$ cat src/shared/ir_bridge_pkg.sv
`default_nettype none
package ir_bridge_pkg;
	// ------------------------------------------------------------
	// sizes, register map, timing
	// ------------------------------------------------------------
	localparam int DATA_W          = 8;
	localparam int BUF_DEPTH       = 2;
	localparam int BULK_EP_COUNT   = 2;
	localparam int BULK_MAX_PACKET = 64;
	localparam logic [15:0] MODE_IDX    = 16'h0000;
	localparam logic [15:0] PULSE_IDX   = 16'h0003;
	localparam logic [15:0] MODE_RESET  = 16'hD524;
	localparam logic [15:0] MODE_WMASK  = 16'h3FF7;
	localparam logic [15:0] MODE_FORCE  = 16'h8000;
	localparam logic [15:0] PULSE_RESET = 16'hAA4C;
	localparam int FAST_BIT       = 0;
	localparam int FIXED_PW_BIT   = 1;
	localparam int B2B_BIT        = 2;
	localparam int PARITY_BIT     = 4;
	localparam int BAUD_LSB       = 5;
	localparam int BAUD_MSB       = 7;
	localparam int PLL_BIT        = 8;
	localparam int DRIVER_BIT     = 9;
	localparam int AUTO_DIR_BIT   = 10;
	localparam int DIR_BIT        = 11;
	localparam int AUTO_PULSE_BIT = 12;
	localparam int TRIGGER_BIT    = 13;
	localparam int PERMIT_BIT     = 14;
	localparam int SOFT_RST_BIT   = 15;
	localparam int HIGH_LSB       = 0;
	localparam int HIGH_MSB       = 6;
	localparam int LOW_LSB        = 7;
	localparam int LOW_MSB        = 15;
	localparam logic [2:0] SLOW_BAUD_LIMIT = 3'h6;
	localparam logic [5:0] PKT_LAST_CNT    = 6'h3F;
	localparam int CLK_PERIOD_NS  = 10;
	localparam int CLK_MHZ        = 1000 / CLK_PERIOD_NS;
	localparam int PULSE_REF_MHZ  = 48;

	// ------------------------------------------------------------
	// types
	// ------------------------------------------------------------
	typedef enum logic [2:0] {
		P_IDLE = 3'b001,
		P_HIGH = 3'b010,
		P_LOW  = 3'b100
	} pulse_state_t;

	typedef struct packed {
		logic        valid;
		logic        is_read;
		logic [15:0] index;
		logic [15:0] value;
	} setup_req_t;

	typedef struct packed {
		logic        valid;
		logic [15:0] data;
	} reply_t;

	typedef struct packed {
		logic       fast_infrared_select;
		logic       fixed_pulse_width_select;
		logic       back_to_back_tx_enable;
		logic       parity_odd;
		logic [2:0] baud_code;
		logic       slow_mode;
		logic       pll_powerdown_enable;
		logic       tx_direction;
	} ir_cfg_t;

	typedef struct packed {
		logic [15:0]               mode;
		logic [15:0]               pulse;
		logic                      soft_rst;
		logic                      tx_dir;
		logic [BUF_DEPTH-1:0][7:0] mem;
		logic                      wr_ptr;
		logic                      rd_ptr;
		logic [1:0]                count;
		logic [5:0]                pkt_cnt;
		pulse_state_t              p_state;
		logic [10:0]               p_cnt;
		logic                      p_pending;
		logic [2:0]                rx_sync;
		logic                      rx_active;
		reply_t                    reply;
		ir_cfg_t                   cfg;
		logic                      usb_out_ready;
		logic                      ir_rx_ready;
		logic                      usb_in_valid;
		logic [7:0]                usb_in_data;
		logic                      usb_in_last;
		logic                      ir_tx_valid;
		logic [7:0]                ir_tx_data;
		logic                      pulse_out;
	} core_state_t;
endpackage
`default_nettype wire

$ cat src/rtl/ir_bridge_core.sv
// Summary of operation
// RULE_01: one configuration, one interface, two 64-byte bulk endpoints.
// RULE_02: configuration only as vendor requests on the control endpoint.
// RULE_03: write: setup holds index and value; updates one 16-bit register.
// RULE_04: read: setup names index, data stage returns that 16-bit word.
// RULE_05: transmit: usb fills buffer, modulator drains; receive the reverse.
// RULE_06: mode bit 0 high selects fast infrared; low uses baud code.
// RULE_07: mode bit 1 selects fixed 1.6 us pulse, else 3/16 of bit time.
// RULE_08: mode bit 2 allows back-to-back frames; ignored in slow infrared.
// RULE_09: mode bit 4 picks odd or even parity; bit 3 is reserved.
// RULE_10: mode bits 7:5 hold baud code, reset value 1.
// RULE_11: software resets infrared logic after changing flagged mode fields.
// RULE_12: mode bit 8, reset 1, enables pll power-down.
// RULE_13: mode bit 9 resets 0; software sets it to open other registers.
// RULE_14: mode bit 10, reset 1, enables automatic direction choice.
// RULE_15: mode bit 11 picks transmit or receive when automatic direction off.
// RULE_16: read-only mode bit 14 shows whether a direction change is allowed.
// RULE_17: software polls bit 14 high before writing the direction bit.
// RULE_18: mode bit 12, reset 1, enables automatic interaction pulses.
// RULE_19: each 0-to-1 change of mode bit 13 emits one interaction pulse.
// RULE_20: pulse high and low times are programmable 48 MHz counts.
// RULE_21: writing 0 to mode bit 15 resets datapath; bit returns to 1.
// RULE_22: automatic direction transmits when data queued and receiver idle.
// RULE_23: master reset restores all mode defaults and empties the buffer.
`default_nettype none
module ir_bridge_core (
	input  wire logic                    ref_clk,
	input  wire logic                    rst_n,
	input  wire ir_bridge_pkg::setup_req_t setup,
	output var ir_bridge_pkg::reply_t    reply,
	input  wire logic                    usb_out_valid,
	input  wire logic [7:0]              usb_out_data,
	output logic                         usb_out_ready,
	output logic                         usb_in_valid,
	output logic [7:0]                   usb_in_data,
	output logic                         usb_in_last,
	input  wire logic                    usb_in_ready,
	output logic                         ir_tx_valid,
	output logic [7:0]                   ir_tx_data,
	input  wire logic                    ir_tx_ready,
	input  wire logic                    ir_rx_valid,
	input  wire logic [7:0]              ir_rx_data,
	output logic                         ir_rx_ready,
	input  wire logic                    ir_rx_active,
	output var ir_bridge_pkg::ir_cfg_t   ir_cfg,
	output logic                         sip_pulse,
	output logic                         ir_reset
);
	import ir_bridge_pkg::*;

	// ------------------------------------------------------------
	// reset release
	// ------------------------------------------------------------
	logic [1:0] rst_pipe;
	logic       rst_q_n;

	always_ff @(posedge ref_clk or negedge rst_n)
	begin
		if (!rst_n)
			rst_pipe <= 2'b00;
		else
			rst_pipe <= {rst_pipe[0], 1'b1};
	end
	assign rst_q_n = rst_pipe[1];

	// ------------------------------------------------------------
	// helpers
	// ------------------------------------------------------------
	// 48 MHz counts to local cycles, rounded up, never below one
	function automatic logic [10:0] pulse_cycles(input logic [8:0] n);
		int c;
		c = (int'(n) * CLK_MHZ + PULSE_REF_MHZ - 1) / PULSE_REF_MHZ;
		if (c < 1)
			c = 1;
		return c[10:0];
	endfunction

	function automatic logic is_slow(input logic [15:0] m);
		return !m[FAST_BIT] && (m[BAUD_MSB:BAUD_LSB] < SLOW_BAUD_LIMIT);
	endfunction

	// ------------------------------------------------------------
	// state
	// ------------------------------------------------------------
	core_state_t st_reg;
	core_state_t st_next;
	logic        permit;
	logic [15:0] mode_view;
	logic        push;
	logic        pop;
	logic        pulse_req;

	assign permit = (st_reg.count == 2'd0) && (st_reg.p_state == P_IDLE);

	always_comb
	begin
		st_next = st_reg;
		st_next.reply.valid = 1'b0;
		st_next.soft_rst = 1'b0;
		pulse_req = 1'b0;
		mode_view = st_reg.mode;
		mode_view[PERMIT_BIT] = permit; // [RULE_16]
		mode_view[3] = 1'b0; // [RULE_09]

		// pin level; first stage feeds only the second
		st_next.rx_sync = {st_reg.rx_sync[1:0], ir_rx_active};
		if (st_reg.rx_sync[2] == st_reg.rx_sync[1])
			st_next.rx_active = st_reg.rx_sync[2];

		// vendor requests on the control endpoint
		if (setup.valid) // [RULE_02]
		begin
			st_next.reply.valid = 1'b1;
			st_next.reply.data = 16'h0000;
			if (setup.is_read) // [RULE_04]
			begin
				case (setup.index)
					MODE_IDX:  st_next.reply.data = mode_view;
					PULSE_IDX: st_next.reply.data = st_reg.pulse;
					default:   st_next.reply.data = 16'h0000;
				endcase
			end
			else if (setup.index == MODE_IDX) // [RULE_03]
			begin
				st_next.mode = (setup.value & MODE_WMASK) | MODE_FORCE; // [RULE_21]
				st_next.soft_rst = !setup.value[SOFT_RST_BIT]; // [RULE_21]
				pulse_req = setup.value[TRIGGER_BIT]
					&& !st_reg.mode[TRIGGER_BIT]; // [RULE_19]
			end
			// gated until the driver bit is set
			else if (setup.index == PULSE_IDX && st_reg.mode[DRIVER_BIT])
				st_next.pulse = setup.value; // [RULE_13] [RULE_20]
		end

		// two-entry buffer, shared by both directions
		push = st_reg.tx_dir ? (usb_out_valid && st_reg.usb_out_ready)
			: (ir_rx_valid && st_reg.ir_rx_ready); // [RULE_05]
		pop = st_reg.tx_dir ? (st_reg.ir_tx_valid && ir_tx_ready)
			: (st_reg.usb_in_valid && usb_in_ready); // [RULE_05]
		if (push)
		begin
			st_next.mem[st_reg.wr_ptr] = st_reg.tx_dir ? usb_out_data
				: ir_rx_data;
			st_next.wr_ptr = !st_reg.wr_ptr;
		end
		if (pop)
			st_next.rd_ptr = !st_reg.rd_ptr;
		st_next.count = st_reg.count + {1'b0, push} - {1'b0, pop};
		if (pop && !st_reg.tx_dir) // [RULE_01]
		begin
			if (st_reg.usb_in_last)
				st_next.pkt_cnt = 6'h00;
			else
				st_next.pkt_cnt = st_reg.pkt_cnt + 6'h01;
		end

		// direction turns only with the buffer empty, or to receive on a soft reset
		if (st_reg.count == 2'd0)
		begin
			if (st_reg.mode[AUTO_DIR_BIT]) // [RULE_14]
				st_next.tx_dir = usb_out_valid && !st_reg.rx_active; // [RULE_22]
			else
				st_next.tx_dir = st_reg.mode[DIR_BIT]; // [RULE_15]
		end
		if (st_next.tx_dir && !st_reg.tx_dir && st_reg.mode[AUTO_PULSE_BIT])
			pulse_req = 1'b1; // [RULE_18]

		// interaction pulse generator
		case (st_reg.p_state)
			P_IDLE:
			begin
				if (pulse_req || st_reg.p_pending)
				begin
					st_next.p_state = P_HIGH;
					st_next.p_cnt = pulse_cycles({2'b00,
						st_reg.pulse[HIGH_MSB:HIGH_LSB]}) - 11'd1; // [RULE_20]
					// a second request in the same cycle is kept
					st_next.p_pending = pulse_req && st_reg.p_pending;
				end
			end
			P_HIGH:
			begin
				if (pulse_req)
					st_next.p_pending = 1'b1;
				if (st_reg.p_cnt == 11'd0)
				begin
					st_next.p_state = P_LOW;
					st_next.p_cnt = pulse_cycles(
						st_reg.pulse[LOW_MSB:LOW_LSB]) - 11'd1; // [RULE_20]
				end
				else
					st_next.p_cnt = st_reg.p_cnt - 11'd1;
			end
			P_LOW:
			begin
				if (pulse_req)
					st_next.p_pending = 1'b1;
				if (st_reg.p_cnt == 11'd0)
					st_next.p_state = P_IDLE;
				else
					st_next.p_cnt = st_reg.p_cnt - 11'd1;
			end
			default:
			begin
				st_next.p_state = P_IDLE;
				st_next.p_cnt = 11'd0;
			end
		endcase

		// soft reset clears the datapath, not the registers
		if (st_reg.soft_rst) // [RULE_21]
		begin
			st_next.count = 2'd0;
			st_next.wr_ptr = 1'b0;
			st_next.rd_ptr = 1'b0;
			st_next.pkt_cnt = 6'h00;
			st_next.tx_dir = 1'b0;
			st_next.p_state = P_IDLE;
			st_next.p_cnt = 11'd0;
			st_next.p_pending = 1'b0;
		end

		// registered outputs, taken from the next state
		st_next.usb_out_ready = st_next.tx_dir && (st_next.count != 2'd2);
		st_next.ir_rx_ready = !st_next.tx_dir && (st_next.count != 2'd2);
		st_next.ir_tx_valid = st_next.tx_dir && (st_next.count != 2'd0);
		st_next.usb_in_valid = !st_next.tx_dir && (st_next.count != 2'd0);
		st_next.ir_tx_data = st_next.mem[st_next.rd_ptr];
		st_next.usb_in_data = st_next.mem[st_next.rd_ptr];
		st_next.usb_in_last = st_next.usb_in_valid
			&& (st_next.pkt_cnt == PKT_LAST_CNT
			|| st_next.count == 2'd1); // [RULE_01]
		st_next.pulse_out = (st_next.p_state == P_HIGH);
		st_next.cfg.fast_infrared_select = st_next.mode[FAST_BIT]; // [RULE_06]
		st_next.cfg.fixed_pulse_width_select =
			st_next.mode[FIXED_PW_BIT]; // [RULE_07]
		st_next.cfg.slow_mode = is_slow(st_next.mode); // [RULE_06]
		st_next.cfg.back_to_back_tx_enable = st_next.mode[B2B_BIT]
			&& !is_slow(st_next.mode); // [RULE_08]
		st_next.cfg.parity_odd = st_next.mode[PARITY_BIT]; // [RULE_09]
		st_next.cfg.baud_code = st_next.mode[BAUD_MSB:BAUD_LSB]; // [RULE_10]
		st_next.cfg.pll_powerdown_enable = st_next.mode[PLL_BIT]; // [RULE_12]
		st_next.cfg.tx_direction = st_next.tx_dir;
	end

	always_ff @(posedge ref_clk or negedge rst_q_n)
	begin
		if (!rst_q_n) // [RULE_23]
		begin
			st_reg <= '0;
			st_reg.mode <= MODE_RESET;
			st_reg.pulse <= PULSE_RESET;
			st_reg.p_state <= P_IDLE;
			st_reg.ir_rx_ready <= 1'b1;
			st_reg.cfg.back_to_back_tx_enable <= 1'b0; // [RULE_08]
			st_reg.cfg.baud_code <= MODE_RESET[BAUD_MSB:BAUD_LSB];
			st_reg.cfg.slow_mode <= 1'b1;
			st_reg.cfg.pll_powerdown_enable <= 1'b1;
		end
		else
			st_reg <= st_next;
	end

	assign reply = st_reg.reply;
	assign usb_out_ready = st_reg.usb_out_ready;
	assign usb_in_valid = st_reg.usb_in_valid;
	assign usb_in_data = st_reg.usb_in_data;
	assign usb_in_last = st_reg.usb_in_last;
	assign ir_tx_valid = st_reg.ir_tx_valid;
	assign ir_tx_data = st_reg.ir_tx_data;
	assign ir_rx_ready = st_reg.ir_rx_ready;
	assign ir_cfg = st_reg.cfg;
	assign sip_pulse = st_reg.pulse_out;
	assign ir_reset = st_reg.soft_rst;
endmodule
`default_nettype wire

$ cat config.mk
export PLATFORM = sky130hd
export DESIGN_NAME = ir_bridge_core
export DESIGN_NICKNAME = d
export VERILOG_FILES = /design/src/shared/ir_bridge_pkg.sv /design/src/rtl/ir_bridge_core.sv
export SDC_FILE = /design/constraint.sdc
export NUM_CORES = 1
export LEC_CHECK = 0
export BUFFER_PORTS_ARGS = -buffer_cell sky130_fd_sc_hd__buf_2
export CORE_ASPECT_RATIO = 1.4
export CORE_MARGIN = 2
export CORE_UTILIZATION = 53
export CTS_BUF_LIST = sky130_fd_sc_hd__clkbuf_4
export CTS_CLUSTER_DIAMETER = 200
export DETAILED_ROUTE_END_ITERATION = 12
export HOLD_SLACK_MARGIN = 0.03
export PLACE_DENSITY = 0.76
export SYNTH_ARGS = -nofsm -noshare
export SYNTH_HDL_FRONTEND = slang
export SYNTH_SLANG_ARGS = --single-unit
$ cat constraint.sdc
create_clock -name ref_clk -period 3.5 [get_ports ref_clk]
set_input_delay 0.7 -clock ref_clk [delete_from_list [all_inputs] [get_ports ref_clk]]
set_output_delay 0.7 -clock ref_clk [all_outputs]
set_load 0.005 [all_outputs]
==> results of run 1 <==
## per-stage QoR
stage | utilization [%] | hold slack (ns) | setup TNS [ns]
floorplan | - | 0.331 | -29.41
global placement | 69.2 | 0.341 | -31.45
detailed placement | 69.2 | 0.340 | -32.45
CTS | 72.3 | 0.295 | -31.03
global route | 74.1 | 0.263 | -36.47
finish | 74.1 | 0.281 | -34.11
## Yosys cell counts (4+ instances only)
master / count
fa_1: 6
buf_2: 7
o31ai_1: 4
xor2_1: 25
a221o_1: 6
nand4_1: 19
a311o_1: 4
nor2_1: 93
clkbuf_1: 28
xnor2_1: 33
o21ai_1: 6
inv_1: 57
a21oi_1: 65
o22ai_1: 21
mux2_2: 33
nor2b_1: 19
a31oi_1: 11
or3_1: 10
a211oi_1: 12
ha_1: 67
or4_1: 4
a221oi_1: 4
a21o_1: 10
buf_4: 46
and2_1: 6
nor3b_1: 4
and3_1: 8
a211o_1: 14
a41oi_1: 4
nand2_1: 87
nand3b_1: 4
a22oi_1: 14
dfstp_2: 15
dfrtp_1: 96
o21ai_0: 67
nor3_1: 46
nand2b_1: 21
nor4_1: 17
mux2i_1: 16
o211ai_1: 12
and4_1: 5
or2_2: 6
nand3_1: 32
o21a_1: 9
## worst paths after layout
check,start,to,depth (start not counted)
min reg2reg,rst_pipe[0],rst_pipe[1],0
max in group asynchronous,rst_pipe[1],st_reg[98],1
max reg2reg,st_reg[104],st_reg[60],31
min,ir_rx_active,st_next[51],1
max,st_reg[104],st_reg[60],31
min in group asynchronous,rst_pipe[1],st_reg[71],0
## per-layer routing
metal	wire, um	vias to the layer above
met1	12700	5449
li1	-	5110
met5	0	-
met4	2490	0
met3	1910	211
met2	19000	567
## cell type report
cell class                      count  area, um^2  area share, %
Multi-Input combinational cell    930        7550           53.4
Antenna cell                        3        7.51         0.0531
Sequential cell                   111        2800           19.8
Timing Repair Buffer              448        3120           22.0
Clock buffer                        9        67.6          0.478
Tap cell                          248         310           2.20
Inverter                           57         214           1.51
Clock inverter                      7        72.6          0.513
## what timing repair did
item	4_1_cts	5_1_grt
hold buffers	1	0
endpoints found under the setup margin	11	11
hold endpoints to repair	2	0
setup buffers	19	14
pin swaps	46	34
gates cloned	1	0
resized for setup	59	43
## power groups by stage
stage	logic, uW	clock network [uW]	registers (uW)
floorplan	750	0	1650
global placement	914	0	1650
detailed placement	981	0	1670
CTS	997	655	1650
global route	1110	702	1670
finish	1010	666	1650
## cells in the final DEF (no fill, tap or decap), types with 6 or more instances in the layout
| cell type | Yosys | routed |
|---|---|---|
| a211o_1 | 14 | 14 |
| a211oi_1 | 12 | 8 |
| a21o_1 | 10 | 10 |
| a21oi_1 | 65 | 57 |
| a21oi_2 | 2 | 8 |
| a221o_1 | 6 | 6 |
| a22oi_1 | 14 | 14 |
| a31oi_1 | 11 | 11 |
| and2_1 | 6 | 6 |
| and3_1 | 8 | 6 |
| buf_2 | 7 | 106 |
| buf_4 | 46 | 337 |
| clkbuf_4 | 0 | 9 |
| dfrtp_1 | 96 | 94 |
| dfstp_2 | 15 | 15 |
| ha_1 | 67 | 49 |
| ha_4 | 0 | 16 |
| inv_1 | 57 | 51 |
| inv_2 | 0 | 6 |
| mux2_2 | 33 | 33 |
| mux2i_1 | 16 | 14 |
| nand2_1 | 87 | 86 |
| nand2b_1 | 21 | 21 |
| nand3_1 | 32 | 26 |
| nand3_2 | 3 | 7 |
| nand4_1 | 19 | 19 |
| nor2_1 | 93 | 89 |
| nor2b_1 | 19 | 18 |
| nor3_1 | 46 | 40 |
| nor4_1 | 17 | 12 |
| o211ai_1 | 12 | 12 |
| o21a_1 | 9 | 8 |
| o21ai_0 | 67 | 56 |
| o21ai_1 | 6 | 9 |
| o22ai_1 | 21 | 21 |
| or3_1 | 10 | 6 |
| xnor2_1 | 33 | 29 |
| xor2_1 | 25 | 23 |
## logic make-up after synthesis
| group | synth area share, % |
|---|---|
| mux | 5.58 |
| buf+inv | 7.26 |
| other cells | 0.0367 |
| fa+ha+maj | 9.59 |
| xor+xnor | 5.41 |
| compound gates | 23.4 |
| flops | 27.4 |
| simple gates | 21.4 |
==> flow_summary.json, run 1 <==
{
  "status": "finished, violations left",
  "violations": "setup timing",
  "syn-instance-count": 1183,
  "yosysTopAreaCell": "dfrtp_1",
  "path_buf_inv": 5,
  "nets": 1687,
  "yosys_warnings": 0,
  "fin_ws_ns": -3.44,
  "synth_flop_cell": "dfrtp_1",
  "use_met2_pct": 59.8,
  "io-pin-count": 107,
  "die_w_um": 121,
  "root_buffer": "clkbuf_4",
  "dr.pass1.iters": 5,
  "critPathRequiredTime_ns": 3.87,
  "cpMaxStageDelayCell": "dfrtp_1",
  "top_usage_layer": "met2",
  "p_per_area_mw_per_mm2": 236,
  "cts_made_buffers": 9,
  "path_max_fanout": 4,
  "ant_nets": 0,
  "clock_skew_ns": 0.0388,
  "htreeDepth": 3,
  "p_total_uw": 3330,
  "syn_nets": 1313,
  "maxSlewViolCount": 0,
  "fin_area_mm2": 0.0141,
  "hold_path.class": "in -> reg",
  "netSwitchingPower_uw": 1190,
  "numPortBuffers": 106,
  "antenna_found_initial": 3,
  "finalSetupViolCount": 11,
  "fin_crit_sh_pct": 198,
  "place_ws_ns": -3.46,
  "syn_area_mm2": 0.0102,
  "worstMarginPinSlew_ns": 0.956,
  "syn_avg_cell_area_um2": 8.63,
  "crit_arrival_ns": 7.32,
  "via_per_inst": 6.25,
  "power_frac_comb_pct": 30.4,
  "wire_per_inst_um": 19.9,
  "start_util_pct": 53.5,
  "r2r_slack_ns": -3.44,
  "fill_cells": 1303,
  "grt_pass1_vias": 11200,
  "grt_first_pass_wirelength_um": 54000,
  "clock-sinks": 111,
  "areaGrowthSynthToFinish_pct": 38.5,
  "fp.coreArea_mm2": 0.0191,
  "criticalPathCategory": "reg -> reg",
  "layout.cells.non_filler": 1813,
  "clock_latency_ns": 0.50,
  "clockBufferDepth": 2,
  "slew_headroom_pct": 36.2,
  "synth_edf_count": 0,
  "drc": 0,
  "dpl.cell_count": 1762,
  "gp_congestion": 1.00,
  "hpwlAfterDp_um": 25100,
  "gr-total-overflow": 0,
  "p_clk_share_pct": 20.0,
  "synth.top_cell.area_share_pct": 23.5,
  "use_met3_pct": 4.40,
  "startpoint_type": "register",
  "synth.distinct_cells": 113,
  "clk_pin_slew_worst_paths_ns": 0.22,
  "drt_wl_total_um": 36100,
  "synth.yosys.seq_area_share_pct": 27.4,
  "rows": 60,
  "drt-initial-drc-count": 891,
  "die_h_um": 168,
  "dieArea_mm2": 0.0204,
  "via_count": 11300,
  "rsz0062_at_grt": "yes",
  "crit_family": "compound AO/OA/AOI/OAI gates",
  "largest_register_ffs": 59,
  "p_int_uw": 2140,
  "place_area_mm2": 0.0132,
  "synthArstFlopShare_pct": 100,
  "grt_util_all_layers_pct": 32.5,
  "vdd_drop_max_mv": 0.243,
  "tritoncts": "built",
  "grt_use_met1_pct": 34.6,
  "hold_violations": 0,
  "critical-path-max-stage-delay_ns": 0.50,
  "swShare_pct": 35.8,
  "seqPwrFrac_pct": 49.6,
  "max_freq_ghz": 0.144,
  "drive_gt1_share_pct": 43.2,
  "synth_seq_cells": 111,
  "grt_max_degree": 64,
  "p_leak_uw": 0.00650,
  "cp-end-kind": "register",
  "layout_min_cycle_time_ns": 6.94,
  "drv_cap": 0,
  "synthTopCellsByArea": "dfrtp_1 24%, ha_1 8.2%, dfstp_2 3.9%, mux2_2 3.6%, nor2_1 3.4%"
}
Power figures use the tool's default switching activity.
==> inputs of run 2 (changes only) <==
--- a/config.mk
+++ b/config.mk
@@ -5,15 +5,16 @@
 export SDC_FILE = /design/constraint.sdc
 export NUM_CORES = 1
 export LEC_CHECK = 0
-export BUFFER_PORTS_ARGS = -buffer_cell sky130_fd_sc_hd__buf_2
 export CORE_ASPECT_RATIO = 1.4
 export CORE_MARGIN = 2
 export CORE_UTILIZATION = 53
 export CTS_BUF_LIST = sky130_fd_sc_hd__clkbuf_4
 export CTS_CLUSTER_DIAMETER = 200
 export DETAILED_ROUTE_END_ITERATION = 12
+export DONT_BUFFER_PORTS = 1
+export GPL_TIMING_DRIVEN = 1
 export HOLD_SLACK_MARGIN = 0.03
-export PLACE_DENSITY = 0.76
+export PLACE_DENSITY = 0.71
 export SYNTH_ARGS = -nofsm -noshare
 export SYNTH_HDL_FRONTEND = slang
 export SYNTH_SLANG_ARGS = --single-unit
==> run 2 against run 1 <==
  * The flow still finishes with violations (setup timing)
  * Design area fell by 1.7%
  * Total power fell by 6.3%
  * First-iteration DRC count fell by 34%
  * Global-route usage fell by 0.95 points
  * Worst hold slack got worse by 0.046 ns
  * Via count fell by 7.6%
  * Maximum frequency rose by 3.2%
  * Combinational power fell by 26%
  * Sequential share of layout area rose by 0.33 points
  * Wire length fell by 8.3%
  * Setup slack improved by 0.22 ns
  * Core utilization fell by 1.2 points
  * Critical endpoint is now st_reg[62]
  * Highest routed layer unchanged
==> flow_summary.json, run 2 (synthesis gave the netlist of run 1 again) <==
{
  "gp_congestion": 0.942,
  "max_freq_ghz": 0.149,
  "clock-sinks": 111,
  "drc": 0,
  "areaGrowthSynthToFinish_pct": 36.2,
  "fin_ws_ns": -3.23,
  "wire_per_inst_um": 19.3,
  "gr-total-overflow": 0,
  "r2r_slack_ns": -3.23,
  "place_ws_ns": -3.41,
  "final_cell_mix": "340 x buf_4, 95 x dfrtp_1, 87 x nor2_1",
  "hpwlAfterDp_um": 24800,
  "htreeDepth": 3,
  "via_count": 10500,
  "layout_min_cycle_time_ns": 6.73,
  "largest_register_ffs": 59,
  "cp-end-kind": "register",
  "grt_util_all_layers_pct": 31.5,
  "layout_commonest_cell": "buf_4",
  "finalSetupViolCount": 11,
  "min_to": "reply[16]",
  "fin_crit_sh_pct": 192,
  "reg2reg_from": "st_reg[107]",
  "io-pin-count": 107,
  "die_w_um": 121,
  "regArea_mm2": 0.00280,
  "clockBufferDepth": 2,
  "rows": 60,
  "critPathRequiredTime_ns": 3.89,
  "dieArea_mm2": 0.0204,
  "clock_latency_ns": 0.48,
  "fill_cells": 1354,
  "fin_area_mm2": 0.0139,
  "drv_cap": 0,
  "place_area_mm2": 0.0127,
  "nets": 1596,
  "status": "finished, violations left",
  "p_leak_uw": 0.00612,
  "slew_headroom_pct": 35.1,
  "reg2regPathDepth": 28,
  "maxSlewViolCount": 0,
  "clk_pin_slew_worst_paths_ns": 0.20,
  "hold_slack_ns": 0.235,
  "violations": "setup timing",
  "startpoint_type": "register",
  "cpMaxStageDelayCell": "dfstp_2",
  "via_per_inst": 6.09,
  "numPortBuffers": 0,
  "antenna_found_initial": 1,
  "p_per_area_mw_per_mm2": 225,
  "start_util_pct": 53.5,
  "cts_made_buffers": 9,
  "setup-tns-final_ns": -32.09,
  "drt_wl_total_um": 33100,
  "grt_max_degree": 72,
  "vdd_drop_max_mv": 0.228,
  "min-delay-start": "setup[33]",
  "path_max_fanout": 6,
  "rsz0062_at_grt": "yes",
  "worstMarginPinSlew_ns": 0.966,
  "rr_endpoint": "st_reg[62]",
  "die_h_um": 168,
  "hold_violations": 0,
  "clock_skew_ns": 0.0431,
  "criticalPathCategory": "reg -> reg",
  "ant_nets": 0,
  "cpMostUsedCell": "ha_4",
  "tritoncts": "built",
  "drive_gt1_share_pct": 40.7,
  "grt_pass1_vias": 10600,
  "crit_arrival_ns": 7.12,
  "drt-initial-drc-count": 585,
  "critical-path-max-stage-delay_ns": 0.65,
  "fp.coreArea_mm2": 0.0191,
  "grt_first_pass_wirelength_um": 52200,
  "hold_path.class": "in -> reg",
  "root_buffer": "clkbuf_4",
  "dr.pass1.iters": 5,
  "hold_depth": 0,
  "multi_input_area_mm2": 0.00763
}
## run 2: changes by cell type in the layout (fill, tap and decap cells not counted), sizes merged
cell / before / now
buf: 447 / 357
clkinv: 3 / 4
diode: 3 / 1
inv: 61 / 60
mux2: 35 / 34
## run 2: cell type report
class                      instances  share of cell area (%)
antenna                            1                  0.0180
clock buffer                       9                   0.486
clock inverter                     7                   0.621
inverter                          57                    1.56
multi-input combinational        929                    54.9
sequential                       111                    20.1
tap                              248                    2.23
timing repair buffer             358                    20.1
## run 2: how the worst max path moves through the flow
stage	startpoint	slack, ns	depth (start not counted)	to
4_1_cts	st_reg[107]	-3.26	28	st_reg[62]
6_report	st_reg[107]	-3.23	28	st_reg[62]
2_1_floorplan	st_reg[98]	-3.11	32	st_reg[62]
5_1_grt	st_reg[105]	-3.50	29	st_reg[60]
3_5_place_dp	st_reg[105]	-3.41	26	st_reg[62]
3_3_place_gp	st_reg[105]	-3.41	26	st_reg[62]
## run 2: critical path: cells and delay by family, from the launching register on
kind | cells | cell delay [ns]
AND/OR/NAND/NOR | 4 | 1.39
buffers and inverters | 6 | 0.64
XOR/XNOR | 1 | 0.14
multiplexers | 3 | 0.81
AO/OA/AOI/OAI | 9 | 1.67
flip-flops | 1 | 0.65
adder cells (fa/ha/maj) | 5 | 1.37
## run 2: power by group
part           leakage, uW  total, uW  switching (uW)  internal, uW
registers          0.00138       1710             189          1520
clock network    0.0000813        666             487           178
logic              0.00466        747             406           341
## run 2: repair_timing
| item | 4_1_cts | 5_1_grt |
|---|---|---|
| hold buffers | 1 | 0 |
| buffers inserted | 33 | 14 |
| setup endpoints to repair | 11 | 11 |
| pin swaps | 80 | 60 |
| cloned | 0 | 0 |
| resized for setup | 78 | 51 |
| hold endpoints to repair | 2 | 0 |
## run 2: through the flow
stage	power [uW]	utilization, %	std cells
finish	3120	72.9	1720
global route	3300	72.9	1720
detailed placement	2470	66.6	1658
CTS	3130	70.9	1707
floorplan	2400	-	1183
global placement	2420	66.6	1658
## run 2: per-layer routing
metal / global-route usage (%) / wire (um) / vias up
li1: - / - / 4907
met1: 33.1 / 12000 / 5075
met2: 60.1 / 17700 / 364
met3: 4.84 / 1650 / 128
met4: 14.9 / 1800 / 0
met5: 0 / 0 / -
==> inputs of run 3 (changes only) <==
--- a/config.mk
+++ b/config.mk
@@ -5,11 +5,13 @@
 export SDC_FILE = /design/constraint.sdc
 export NUM_CORES = 1
 export LEC_CHECK = 0
+export ABC_AREA = 1
 export CORE_ASPECT_RATIO = 1.4
 export CORE_MARGIN = 2
 export CORE_UTILIZATION = 53
 export CTS_BUF_LIST = sky130_fd_sc_hd__clkbuf_4
 export CTS_CLUSTER_DIAMETER = 200
+export CTS_CLUSTER_SIZE = 12
 export DETAILED_ROUTE_END_ITERATION = 12
 export DONT_BUFFER_PORTS = 1
 export GPL_TIMING_DRIVEN = 1
==> run 3 against run 2 <==
  * The run still ends with setup timing left
  * Non-clock buffer count shrank 144
  * Wire length shrank 30%
  * Flip-flop and latch count is the same
  * Critical path type unchanged
  * Critical endpoint is now st_reg[56]
  * Largest cell class unchanged
  * Largest power group unchanged
==> flow_summary.json, run 3 <==
{
  "place_ws_ns": -2.99,
  "finalSetupViolCount": 11,
  "critical-path-max-stage-delay_ns": 0.63,
  "fin_crit_sh_pct": 187,
  "yosysTopAreaCell": "dfrtp_1",
  "dr.pass1.iters": 5,
  "syn_nets": 1302,
  "hpwlAfterDp_um": 17200,
  "largest_register_ffs": 59,
  "via_count": 8288,
  "p_int_uw": 2040,
  "worstMarginPinSlew_ns": 0.833,
  "startpoint_type": "register",
  "synth_seq_cells": 111,
  "status": "finished, violations left",
  "numPortBuffers": 0,
  "p_total_uw": 3330,
  "criticalPathCategory": "reg -> reg",
  "vdd_drop_max_mv": 0.410,
  "grt_pass1_vias": 8239,
  "path_max_fanout": 5,
  "syn_avg_cell_area_um2": 7.43,
  "drt-initial-drc-count": 417,
  "syn-instance-count": 1172,
  "p_clk_share_pct": 19.2,
  "grt_max_degree": 65,
  "die_w_um": 112,
  "grt_util_all_layers_pct": 25.6,
  "clock-sinks": 111,
  "antenna_found_initial": 1,
  "p_per_area_mw_per_mm2": 293,
  "regArea_mm2": 0.00280,
  "cpMaxStageDelayCell": "dfstp_2",
  "max_freq_ghz": 0.153,
  "hold_path.class": "in -> reg",
  "critPathRequiredTime_ns": 3.89,
  "start_util_pct": 54.1,
  "final_cell_mix": "227 x nand2_1, 206 x buf_4, 160 x inv_1",
  "yosys_warnings": 0,
  "dieArea_mm2": 0.0175,
  "drt_wl_total_um": 23300,
  "crit_arrival_ns": 6.94,
  "clock_skew_ns": 0.0259,
  "cpMostUsedCell": "nand2_2",
  "synth.yosys.seq_area_share_pct": 32.1,
  "grt_first_pass_wirelength_um": 36900,
  "synth_commonest_cells": "277 x nand2_1, 172 x inv_1, 96 x dfrtp_1, 75 x nor2_1, 72 x nand3_1",
  "drive_gt1_share_pct": 36.5,
  "dpl.cell_count": 1489,
  "fill_cells": 1248,
  "rows": 55,
  "power_frac_comb_pct": 31.9,
  "synth.top_cell.area_share_pct": 27.6,
  "layout_commonest_cell": "nand2_1",
  "p_leak_uw": 0.00607,
  "cts_made_buffers": 9,
  "synth_most_common_cell": "nand2_1",
  "netSwitchingPower_uw": 1290,
  "fp.coreArea_mm2": 0.0161,
  "synth_flop_cell": "dfrtp_1",
  "htreeDepth": 3,
  "layout_min_cycle_time_ns": 6.55,
  "tritoncts": "built",
  "hold_violations": 0,
  "layout.cells.non_filler": 1546,
  "synth_edf_count": 0,
  "swShare_pct": 38.8,
  "areaGrowthSynthToFinish_pct": 30.7,
  "slew_headroom_pct": 44.5,
  "violations": "setup timing",
  "synth.distinct_cells": 54,
  "syn_area_mm2": 0.00871,
  "synthArstFlopShare_pct": 100,
  "nets": 1471,
  "rsz0062_at_grt": "yes",
  "via_per_inst": 5.36,
  "synthTopCellsByArea": "dfrtp_1 28%, nand2_1 12%, ha_1 9.6%, inv_1 7.4%, dfstp_2 4.5%",
  "root_buffer": "clkbuf_4",
  "clockBufferDepth": 2,
  "crit_family": "simple AND/OR/NAND/NOR gates",
  "gp_congestion": 0.870,
  "ant_nets": 0,
  "seqPwrFrac_pct": 48.9,
  "maxSlewViolCount": 0,
  "cp-end-kind": "register",
  "fin_ws_ns": -3.05,
  "io-pin-count": 107,
  "clk_pin_slew_worst_paths_ns": 0.19,
  "gr-total-overflow": 0,
  "wire_per_inst_um": 15.1,
  "drc": 0,
  "die_h_um": 156,
  "multi_input_area_mm2": 0.00585,
  "path_buf_inv": 5,
  "clock_latency_ns": 0.49,
  "drv_cap": 0
}
[run 3: per-stage QoR]
stage	hold WS (ns)	TNS, ns	util [%]	cell area, um^2
after floorplan	0.331	-24.81	-	8900
after global placement	0.334	-28.31	62.6	10100
after detailed placement	0.343	-29.80	62.6	10100
after CTS	0.166	-28.60	67.5	10900
after global routing	0.140	-35.67	70.7	11400
final	0.200	-31.65	70.7	11400
[run 3: power groups by stage]
stage / logic, uW / clock network [uW] / registers, uW
final: 1060 / 641 / 1630
after global placement: 1010 / 0 / 1650
after detailed placement: 1030 / 0 / 1660
after global routing: 1200 / 701 / 1660
after floorplan: 885 / 0 / 1620
after CTS: 1040 / 657 / 1630
[run 3: path summary, 6_finish.rpt]
| check | from | endpoint | slack (ns) | depth (start not counted) |
|---|---|---|---|---|
| max in group asynchronous | rst_pipe[1] | st_reg[102] | 2.16 | 1 |
| min in group asynchronous | rst_n | rst_pipe[1] | 0.40 | 1 |
| hold reg to reg | st_next[51] | st_next[52] | 0.38 | 0 |
| setup / recovery | st_reg[107] | st_reg[56] | -3.05 | 45 |
| setup reg to reg | st_reg[107] | st_reg[56] | -3.05 | 45 |
| hold / removal | ir_rx_active | st_next[51] | 0.20 | 0 |
[run 3: cell families (layout without fill, tap and decap cells)]
logic type | Yosys count | after routing | share of synthesized area [%]
compound gates | 164 | 164 | 11.7
xor+xnor | 23 | 23 | 2.40
fa+ha+maj | 74 | 74 | 11.1
buf+inv | 245 | 419 | 12.4
flops | 111 | 111 | 32.1
mux | 9 | 9 | 1.16
other cells | 1 | 2 | 0.0430
simple gates | 545 | 545 | 29.0
[run 3: metal layers]
layer / wire (um) / part of all wire, % / global-route usage, % / vias to the layer above
li1: - / - / - / 4114
met1: 8880 / 38 / 28.1 / 3909
met2: 12400 / 53 / 48.3 / 213
met3: 1290 / 5.6 / 5.91 / 52
met4: 688 / 3.0 / 8.48 / 0
met5: 0 / 0 / 0 / -
[run 3: worst reg2reg max path, delay by kind of cell (launching register included)]
family	cells	cell delay, ns
AND/OR/NAND/NOR	24	2.55
AO/OA/AOI/OAI	11	1.54
adder cells (fa/ha/maj)	5	1.45
flip-flops	1	0.63
buffers and inverters	5	0.27
[run 3: repair_timing]
item,in CTS,in global routing
gates cloned,0,0
endpoints found under the hold margin,2,0
setup buffers,30,12
hold buffers,1,0
gates resized for setup,91,101
setup endpoints to repair,11,11
pin swaps,42,52
[run 3: area by class of cell]
type / instances / area share, %
multi-input cells: 816 / 51.4
repair buffers: 214 / 14.4
inverters: 189 / 6.27
well taps: 199 / 2.19
clock buffers: 10 / 0.659
diodes: 1 / 0.0220
flip-flops and latches: 111 / 24.6
clock inverters: 6 / 0.549
